`config.mk`:
```
export PLATFORM = sky130hd
export DESIGN_NAME = icr_ctrl0
export DESIGN_NICKNAME = d
export VERILOG_FILES = /design/src/hdl/icr_sync.v /design/src/hdl/icr_ctrl0.v
export VERILOG_INCLUDE_DIRS = /design/src /design/src/hdl
export SDC_FILE = /design/constraint.sdc
export NUM_CORES = 1
export LEC_CHECK = 0
export BUFFER_PORTS_ARGS = -buffer_cell sky130_fd_sc_hd__buf_2
export CORE_MARGIN = 1.5
export CORE_UTILIZATION = 50
export CTS_BUF_LIST = sky130_fd_sc_hd__clkbuf_2 sky130_fd_sc_hd__clkbuf_4 sky130_fd_sc_hd__clkbuf_8
export DETAILED_ROUTE_END_ITERATION = 10
export PLACE_DENSITY = 0.79
export SYNTH_ARGS = -nofsm -noshare
export SYNTH_HDL_FRONTEND = slang
export SYNTH_HIERARCHICAL = 1
export SYNTH_SLANG_ARGS = --single-unit
```
`constraint.sdc`:
```
create_clock -name mclk -period 1.7 [get_ports mclk]
set_input_delay 0.425 -clock mclk [delete_from_list [all_inputs] [get_ports mclk]]
set_output_delay 0.425 -clock mclk [all_outputs]
set_load 0.01 [all_outputs]
```
`src/hdl/icr_defines.vh`:
```
// Purpose: constants for the two-wire bus control register 0 block
// Assumes: 20-bit byte addresses, 8-bit registers on a plain strobe port
// Notes:   included by icr_ctrl0.v
//
// Functional notes
// - control register 0 takes single-bit or byte writes, resets to zero
// - register at F0230H, bits enable, exit, wait release, irq, wait, ack, start, stop
// - enable low stops operation, halts logic, clears the status register
// - disable also clears collision, busy flags and both line level bits
// - exit abandons transfer, enters standby, releases both lines, self-clears
// - exit clears start and stop triggers and six status flags
// - standby ends on stop detection, or address match or extension code after start
// - wait release cancels the current wait and self-clears once done
// - release at ninth-clock wait while transmitting frees data line, clears transmit
// - exit and wait release do nothing while operation is disabled
// - exit and wait release bits always read as zero
// - enabling with clock high, data low, filter on flags a start at once
// - stop detection raises the interrupt only when stop irq enable is set
// - address wakeup set suppresses the stop interrupt
`ifndef ICR_DEFINES_VH
`define ICR_DEFINES_VH

`define ICR_AW            20
`define ICR_ADDR_CTRL0    20'hF0230
`define ICR_ADDR_STATUS   20'hF0234
`define ICR_ADDR_FLAG     20'hF0238
`define ICR_ADDR_CTRL1    20'hF023C
`define ICR_ADDR_IRQST    20'hF0240
`define ICR_ADDR_IRQEN    20'hF0244
`define ICR_ADDR_IRQCLR   20'hF0248

`define ICR_CTRL0_RESET   8'h00
`define ICR_C0_ENABLE     7
`define ICR_C0_EXIT       6
`define ICR_C0_WAITREL    5
`define ICR_C0_STOPIRQ    4
`define ICR_C0_WAITPT     3
`define ICR_C0_ACK        2
`define ICR_C0_START      1
`define ICR_C0_STOP       0

`define ICR_ST_MASTER     7
`define ICR_ST_EXTCODE    6
`define ICR_ST_ADDRMATCH  5
`define ICR_ST_TRANSMIT   3
`define ICR_ST_ACKDET     2
`define ICR_ST_STARTDET   1
`define ICR_ST_STOPDET    0

`define ICR_FL_COLLISION  7
`define ICR_FL_BUSY       6

`define ICR_C1_WAKEUP     7
`define ICR_C1_CLKLEVEL   5
`define ICR_C1_DATLEVEL   4
`define ICR_C1_FILTER     2

`define ICR_IRQ_W         3
`define ICR_IRQ_STOP      0
`define ICR_IRQ_START     1
`define ICR_IRQ_ADDR      2

`endif

```
`src/hdl/icr_sync.v`:
```
// Purpose: two-flop synchroniser for the bus line inputs
// Assumes: inputs are asynchronous to mclk
// Notes:   lines idle high, so flops reset to one
`timescale 1ns/1ps

module icr_sync #(
    parameter WIDTH = 2
) (
    input  wire             mclk,
    input  wire             reset_n,
    input  wire [WIDTH-1:0] asyncIn,
    output wire [WIDTH-1:0] syncOut
);

    reg [WIDTH-1:0] meta_r;
    reg [WIDTH-1:0] sync_r;

    always @(posedge mclk or negedge reset_n) begin
        if (!reset_n) begin
            meta_r <= {WIDTH{1'b1}};
            sync_r <= {WIDTH{1'b1}};
        end else begin
            meta_r <= asyncIn;
            sync_r <= meta_r;
        end
    end

    assign syncOut = sync_r;

endmodule // icr_sync

```
`src/hdl/icr_ctrl0.v`:
```
// Purpose: control register 0 of the two-wire bus controller and its effects
// Assumes: protocol core outside drives the core* inputs on mclk
// Notes:   lines are open drain; oe high pulls the line low
//
// Implementation choice: the plain strobed port.
`timescale 1ns/1ps
`include "icr_defines.vh"

module icr_ctrl0 (
    input  wire                 mclk,
    input  wire                 reset_n,
    input  wire [`ICR_AW-1:0]   regAddr,
    input  wire [7:0]           regWdata,
    input  wire [7:0]           regWmask,
    input  wire                 regWr,
    input  wire                 regRd,
    output wire [7:0]           regRdata,
    input  wire                 sclIn,
    output wire                 sclOut,
    output wire                 sclOe,
    input  wire                 sdaIn,
    output wire                 sdaOut,
    output wire                 sdaOe,
    input  wire                 coreSclLow,
    input  wire                 coreSdaLow,
    input  wire                 coreWait,
    input  wire                 coreNinth,
    input  wire                 coreMasterSet,
    input  wire                 coreTrcSet,
    input  wire                 coreAckDet,
    input  wire                 coreAddrMatch,
    input  wire                 coreExtCode,
    input  wire                 coreStartDone,
    input  wire                 coreStopDone,
    input  wire                 coreCollision,
    output wire                 opEnable,
    output wire                 waitPointSel,
    output wire                 ackEnable,
    output wire                 startTrig,
    output wire                 stopTrig,
    output wire                 waitCancel,
    output wire                 standby,
    output wire                 irq
);

    ////////////////////////////////////////////////////////////////////////
    // line sampling and condition detection

    wire [1:0] lineSync;
    wire       sclS;
    wire       sdaS;
    reg        en_r;
    reg        sclD_r;
    reg        sdaD_r;
    reg        enD_r;

    icr_sync #(
        .WIDTH   (2)
    ) u_sync (
        .mclk    (mclk),
        .reset_n (reset_n),
        .asyncIn ({sclIn, sdaIn}),
        .syncOut (lineSync)
    );

    assign sclS = lineSync[1];
    assign sdaS = lineSync[0];

    always @(posedge mclk or negedge reset_n) begin
        if (!reset_n) begin
            sclD_r <= 1'b1;
            sdaD_r <= 1'b1;
            enD_r  <= 1'b0;
        end else begin
            sclD_r <= sclS;
            sdaD_r <= sdaS;
            enD_r  <= en_r;
        end
    end

    ////////////////////////////////////////////////////////////////////////
    // register state

    localparam [7:0] ctrl0Rst = `ICR_CTRL0_RESET;
    reg        wrel_r;
    reg        spie_r;
    reg        wtim_r;
    reg        acke_r;
    reg        stt_r;
    reg        spt_r;
    reg [7:0]  status_r;
    reg        stcf_r;
    reg        busy_r;
    reg        wup_r;
    reg        dfc_r;
    reg        cld_r;
    reg        dad_r;
    reg        standby_r;
    reg        sdaRel_r;
    reg [`ICR_IRQ_W-1:0] irqSt_r;
    reg [`ICR_IRQ_W-1:0] irqEn_r;
    reg        irq_r;
    reg [7:0]  rdata_r;
    reg        sclOe_r;
    reg        sdaOe_r;
    reg        waitCancel_r;

    wire       wrC0   = regWr && (regAddr == `ICR_ADDR_CTRL0);
    wire       wrC1   = regWr && (regAddr == `ICR_ADDR_CTRL1);
    wire       wrIen  = regWr && (regAddr == `ICR_ADDR_IRQEN);
    wire       wrIclr = regWr && (regAddr == `ICR_ADDR_IRQCLR);
    wire [7:0] mset   = regWdata & regWmask;

    // bit-wise merge gives single-bit and byte writes the same path
    wire [7:0] c0Cur  = {en_r, 2'b00, spie_r, wtim_r, acke_r, stt_r, spt_r};
    wire [7:0] c0New  = (c0Cur & ~regWmask) | mset;

    wire startEv  = en_r & sclS & sclD_r & sdaD_r & ~sdaS;
    wire stopEv   = en_r & sclS & sclD_r & ~sdaD_r & sdaS;
    wire spurious = en_r & ~enD_r & dfc_r & sclS & ~sdaS;
    wire startDet = startEv | spurious;

    wire exitGo   = wrC0 & mset[`ICR_C0_EXIT] & en_r;
    wire wrelSet  = wrC0 & mset[`ICR_C0_WAITREL] & en_r;
    wire wrelDo   = wrel_r & coreWait;
    wire ninthRel = wrelDo & coreNinth & status_r[`ICR_ST_TRANSMIT];
    wire wakeEv   = (coreAddrMatch | coreExtCode) & status_r[`ICR_ST_STARTDET];

    ////////////////////////////////////////////////////////////////////////
    // control register 0

    always @(posedge mclk or negedge reset_n) begin
        if (!reset_n) begin
            en_r   <= ctrl0Rst[`ICR_C0_ENABLE];
            spie_r <= ctrl0Rst[`ICR_C0_STOPIRQ];
            wtim_r <= ctrl0Rst[`ICR_C0_WAITPT];
            acke_r <= ctrl0Rst[`ICR_C0_ACK];
            stt_r  <= ctrl0Rst[`ICR_C0_START];
            spt_r  <= ctrl0Rst[`ICR_C0_STOP];
            wrel_r <= 1'b0;
        end else begin
            if (wrC0) begin
                en_r   <= c0New[`ICR_C0_ENABLE];
                spie_r <= c0New[`ICR_C0_STOPIRQ];
                wtim_r <= c0New[`ICR_C0_WAITPT];
                acke_r <= c0New[`ICR_C0_ACK];
            end
            if (!en_r || exitGo) begin
                stt_r <= 1'b0;
                spt_r <= 1'b0;
            end else begin
                if (wrC0 && regWmask[`ICR_C0_START])
                    stt_r <= regWdata[`ICR_C0_START];
                else if (coreStartDone)
                    stt_r <= 1'b0;
                if (wrC0 && regWmask[`ICR_C0_STOP])
                    spt_r <= regWdata[`ICR_C0_STOP];
                else if (coreStopDone)
                    spt_r <= 1'b0;
            end
            if (!en_r)
                wrel_r <= 1'b0;
            else if (wrelSet)
                wrel_r <= 1'b1;
            else if (wrelDo)
                wrel_r <= 1'b0;
        end
    end

    ////////////////////////////////////////////////////////////////////////
    // status, flags, standby

    always @(posedge mclk or negedge reset_n) begin
        if (!reset_n) begin
            status_r  <= 8'h00;
            stcf_r    <= 1'b0;
            busy_r    <= 1'b0;
            standby_r <= 1'b0;
            sdaRel_r  <= 1'b0;
        end else if (!en_r) begin
            status_r  <= 8'h00;
            stcf_r    <= 1'b0;
            busy_r    <= 1'b0;
            standby_r <= 1'b0;
            sdaRel_r  <= 1'b0;
        end else begin
            if (exitGo) begin
                status_r[7:1] <= 7'h00;
            end else begin
                if (coreMasterSet)
                    status_r[`ICR_ST_MASTER] <= 1'b1;
                if (coreExtCode)
                    status_r[`ICR_ST_EXTCODE] <= 1'b1;
                if (coreAddrMatch)
                    status_r[`ICR_ST_ADDRMATCH] <= 1'b1;
                if (ninthRel)
                    status_r[`ICR_ST_TRANSMIT] <= 1'b0;
                else if (coreTrcSet)
                    status_r[`ICR_ST_TRANSMIT] <= 1'b1;
                if (coreAckDet)
                    status_r[`ICR_ST_ACKDET] <= 1'b1;
                if (startDet)
                    status_r[`ICR_ST_STARTDET] <= 1'b1;
            end
            if (startDet)
                status_r[`ICR_ST_STOPDET] <= 1'b0;
            else if (stopEv)
                status_r[`ICR_ST_STOPDET] <= 1'b1;
            if (coreCollision)
                stcf_r <= 1'b1;
            if (startDet)
                busy_r <= 1'b1;
            else if (stopEv)
                busy_r <= 1'b0;
            if (exitGo)
                standby_r <= 1'b1;
            else if (stopEv || wakeEv)
                standby_r <= 1'b0;
            if (ninthRel)
                sdaRel_r <= 1'b1;
            else if (!coreNinth)
                sdaRel_r <= 1'b0;
        end
    end

    ////////////////////////////////////////////////////////////////////////
    // control register 1 and line levels

    always @(posedge mclk or negedge reset_n) begin
        if (!reset_n) begin
            wup_r <= 1'b0;
            dfc_r <= 1'b0;
            cld_r <= 1'b0;
            dad_r <= 1'b0;
        end else begin
            if (wrC1 && regWmask[`ICR_C1_WAKEUP])
                wup_r <= regWdata[`ICR_C1_WAKEUP];
            if (wrC1 && regWmask[`ICR_C1_FILTER])
                dfc_r <= regWdata[`ICR_C1_FILTER];
            cld_r <= (wrC0 ? c0New[`ICR_C0_ENABLE] : en_r) & sclS;
            dad_r <= (wrC0 ? c0New[`ICR_C0_ENABLE] : en_r) & sdaS;
        end
    end

    ////////////////////////////////////////////////////////////////////////
    // pin drive

    always @(posedge mclk or negedge reset_n) begin
        if (!reset_n) begin
            sclOe_r      <= 1'b0;
            sdaOe_r      <= 1'b0;
            waitCancel_r <= 1'b0;
        end else begin
            sclOe_r      <= en_r & ~standby_r & ~exitGo & coreSclLow;
            sdaOe_r      <= en_r & ~standby_r & ~exitGo & coreSdaLow
                            & ~sdaRel_r & ~ninthRel;
            waitCancel_r <= en_r & wrelDo;
        end
    end

    ////////////////////////////////////////////////////////////////////////
    // interrupt status, enable, clear

    wire [`ICR_IRQ_W-1:0] irqSet;
    wire [`ICR_IRQ_W-1:0] irqClr;
    wire [`ICR_IRQ_W-1:0] irqStNxt;
    wire [`ICR_IRQ_W-1:0] irqEnNxt;

    assign irqSet[`ICR_IRQ_STOP]  = stopEv & spie_r & ~wup_r;
    assign irqSet[`ICR_IRQ_START] = startDet;
    assign irqSet[`ICR_IRQ_ADDR]  = en_r & coreAddrMatch;
    assign irqClr   = wrIclr ? mset[`ICR_IRQ_W-1:0] : {`ICR_IRQ_W{1'b0}};
    assign irqStNxt = (irqSt_r & ~irqClr) | irqSet;
    assign irqEnNxt = wrIen ? ((irqEn_r & ~regWmask[`ICR_IRQ_W-1:0])
                              | mset[`ICR_IRQ_W-1:0]) : irqEn_r;

    always @(posedge mclk or negedge reset_n) begin
        if (!reset_n) begin
            irqSt_r <= {`ICR_IRQ_W{1'b0}};
            irqEn_r <= {`ICR_IRQ_W{1'b0}};
            irq_r   <= 1'b0;
        end else begin
            irqSt_r <= irqStNxt;
            irqEn_r <= irqEnNxt;
            irq_r   <= |(irqStNxt & irqEnNxt);
        end
    end

    ////////////////////////////////////////////////////////////////////////
    // read port

    reg [7:0] rdMux;

    always @* begin
        rdMux = 8'h00;
        case (regAddr)
            `ICR_ADDR_CTRL0:  rdMux = c0Cur;
            `ICR_ADDR_STATUS: rdMux = status_r & {8{en_r}};
            `ICR_ADDR_FLAG:   rdMux = {stcf_r & en_r, busy_r & en_r, 6'h00};
            `ICR_ADDR_CTRL1:  rdMux = {wup_r, 1'b0, cld_r, dad_r, 1'b0, dfc_r, 2'b00};
            `ICR_ADDR_IRQST:  rdMux = {5'h00, irqSt_r};
            `ICR_ADDR_IRQEN:  rdMux = {5'h00, irqEn_r};
            default:          rdMux = 8'h00;
        endcase
    end

    always @(posedge mclk or negedge reset_n) begin
        if (!reset_n)
            rdata_r <= 8'h00;
        else
            rdata_r <= regRd ? rdMux : 8'h00;
    end

    ////////////////////////////////////////////////////////////////////////
    // outputs

    reg zero_r;

    always @(posedge mclk or negedge reset_n) begin
        if (!reset_n)
            zero_r <= 1'b0;
        else
            zero_r <= 1'b0;
    end

    assign regRdata     = rdata_r;
    assign sclOut       = zero_r;
    assign sdaOut       = zero_r;
    assign sclOe        = sclOe_r;
    assign sdaOe        = sdaOe_r;
    assign opEnable     = en_r;
    assign waitPointSel = wtim_r;
    assign ackEnable    = acke_r;
    assign startTrig    = stt_r;
    assign stopTrig     = spt_r;
    assign waitCancel   = waitCancel_r;
    assign standby      = standby_r;
    assign irq          = irq_r;

endmodule // icr_ctrl0

```
==> impl_metrics.json <==
{
  "die_area_um2": 4700,
  "die_h_um": 68.6,
  "dpl-instance-area_um2": 2790,
  "ant_nets": 0,
  "stdcell_area_um2": 3070,
  "synth_cell_type_count": 45,
  "cts_sinks": 47,
  "grt_pass1_vias": 1840,
  "grt_pass1_wl_mm": 8.56,
  "avgSynthCellArea_um2": 10.8,
  "grt_max_degree": 18,
  "yosysSeqAreaShare_pct": 55.0,
  "yosysMostFrequentCell": "dfrtp_1",
  "wirelength_mm": 5.81,
  "clk_latency_ns": 0.29,
  "via_count": 1974,
  "clock_skew_ns": 0.00759,
  "port_buffers": 71,
  "synth_flop_cell": "dfrtp_1",
  "endpoint_kind": "flip-flop",
  "post-route-min-period_ns": 1.71,
  "worstPathArrival_ns": 1.89,
  "holdWs_ns": 0.0289,
  "hold_viol": 0,
  "gp_congestion": 0.914,
  "drt_pass1_iterations": 4,
  "ys_seq_elements": 47,
  "startpoint_type": "primary input",
  "cts_tree": "built",
  "cts_hold_buf": 0,
  "period_share_pct": 100,
  "worstPathMaxFanout": 3,
  "synth.top_cell.area_share_pct": 47.7,
  "dieWidth_um": 68.6,
  "cts-htree-levels": 2,
  "outcome": "finished with violations",
  "io_pins": 74,
  "peakVddDrop_mv": 0.521,
  "dpl.cell_count": 345,
  "hold_class": "in2async",
  "syn_to_final_growth_pct": 42.8,
  "r2r_start": "opEnable",
  "core_area_um2": 4060,
  "drc": 0,
  "layout-drive-gt1-share_pct": 50.2,
  "initialDrtViolationCount": 168,
  "synth_area_leaders": "dfrtp_1, dfstp_2, nor2_1, nand2_1, mux2_1",
  "maxCapViolCount": 0,
  "clkTransAtPathRegs_ns": 0.09,
  "synth_common_cells": "dfrtp_1, nor2_1, nand2_1",
  "initial_utilization_pct": 53.0,
  "cp-startpoint": "regAddr[14]",
  "post-synth-top-area-cell": "dfrtp_1",
  "wire_per_inst_um": 16.3,
  "synth_edf_count": 0,
  "syn_inst": 199,
  "num_antenna_cells": 0,
  "crit_type": "in2reg",
  "max_freq_ghz": 0.586,
  "async_flop_share_pct": 100,
  "total_power_mw": 2.05,
  "row_count": 23,
  "timing.final.ws_setup_ns": -0.00764,
  "ys_warn_count": 6,
  "rsz0062_at_grt": "true",
  "grt_usage_pct": 25.2,
  "clk_root_buffer_cell": "clkbuf_8",
  "fin_nets": 360,
  "via_per_inst": 5.53,
  "instances_no_fill": 357,
  "cp.required_ns": 1.89,
  "p_per_area_nw_per_um2": 668,
  "dp_hpwl_mm": 4.37,
  "violations": "negative setup slack",
  "synth_area_um2": 2150,
  "gr-total-overflow": 0,
  "cts_made_buffers": 5,
  "leakage_nw": 1.53,
  "antenna_found_initial": 0,
  "slew_violations": 0,
  "setup_violations": 1,
  "clockBufferDepth": 2
}
-- power by group --
part | switching (mW) | internal, mW | total, mW
sequential | 0.00415 | 1.13 | 1.13
combinational | 0.0980 | 0.0892 | 0.187
clock | 0.359 | 0.370 | 0.728
-- worst paths after layout --
| kind | slack [ns] | end | depth (start not counted) |
|---|---|---|---|
| worst max-delay path | -0.008 | irq | 7 |
| worst min-delay path | 0.03 | stopTrig | 1 |
| worst max register to register | 0.23 | irq | 5 |
| worst min register to register | 0.36 | u_sync/syncOut[1] | 0 |
| max in group asynchronous | 1.12 | opEnable | 2 |
| min in group mclk | 0.23 | u_sync/meta_r[1] | 1 |
-- worst max-delay path, cell delays in order --
cell	delay, ns
buf_6	0.09
nor4_4	0.26
buf_4	0.19
nand4_4	0.10
nor3_4	0.19
mux2_4	0.32
a221o_1	0.31
-- cell usage in the layout, fill, tap and decap left out, types with 4 or more instances in the layout --
| master | count |
|---|---|
| a21oi_1 | 6 |
| a22oi_1 | 7 |
| buf_2 | 69 |
| buf_4 | 29 |
| buf_6 | 4 |
| clkbuf_8 | 7 |
| dfrtp_1 | 41 |
| dfstp_2 | 6 |
| inv_1 | 6 |
| mux2_2 | 5 |
| mux2_4 | 5 |
| nand2_1 | 22 |
| nand3_1 | 5 |
| nand4_1 | 5 |
| nor2_1 | 23 |
| o21ai_0 | 6 |
-- flip-flops by register name, indices dropped and copies added, names as in the netlist, 2 cells and up, named ones only --
name	count
u_sync/syncOut	2
regRdata	8
u_sync/meta_r	2
irqEn_r	3
irqSt_r	3
status_r	7
-- per-stage QoR --
stage	TNS (ns)	setup slack, ns	util [%]
after floorplan	-0.698	-0.260	-
after global placement	-7.94	-0.455	68.8
after detailed placement	-9.58	-0.461	68.8
after CTS	0	0.00580	71.7
after global routing	-0.142	-0.0687	75.7
final	-0.00764	-0.00764	75.7
-- repair_timing --
action,CTS,global route
pin swaps,1,7
setup buffers,1,2
setup endpoints to repair,16,22
gates resized for setup,3,25
gates cloned,0,1
-- cell families after synthesis --
group	Yosys count	synth area share [%]
mux	11	5.76
other cells	1	0.174
flops	47	55.0
compound gates	33	10.2
simple gates	94	26.1
buf+inv	13	2.73
-- layout make-up --
class	instances	area, um2
Clock buffer	7	96.3
Clock inverter	1	7.51
Fill cell	297	987
Inverter	7	26.3
Multi-Input combinational cell	140	1020
Sequential cell	47	1180
Tap cell	50	62.6
Timing Repair Buffer	105	673
-- layer usage --
| layer | vias up | wire, um | share of wire [%] | GRT usage, % |
|---|---|---|---|---|
| li1 | 920 | - | - | - |
| met1 | 962 | 2410 | 42 | 32.6 |
| met2 | 78 | 2930 | 51 | 42.3 |
| met3 | 14 | 324 | 5.6 | 4.22 |
| met4 | 0 | 138 | 2.4 | 9.25 |
| met5 | - | 0 | 0 | 0 |
No activity file was read; power rests on OpenSTA's default activity.
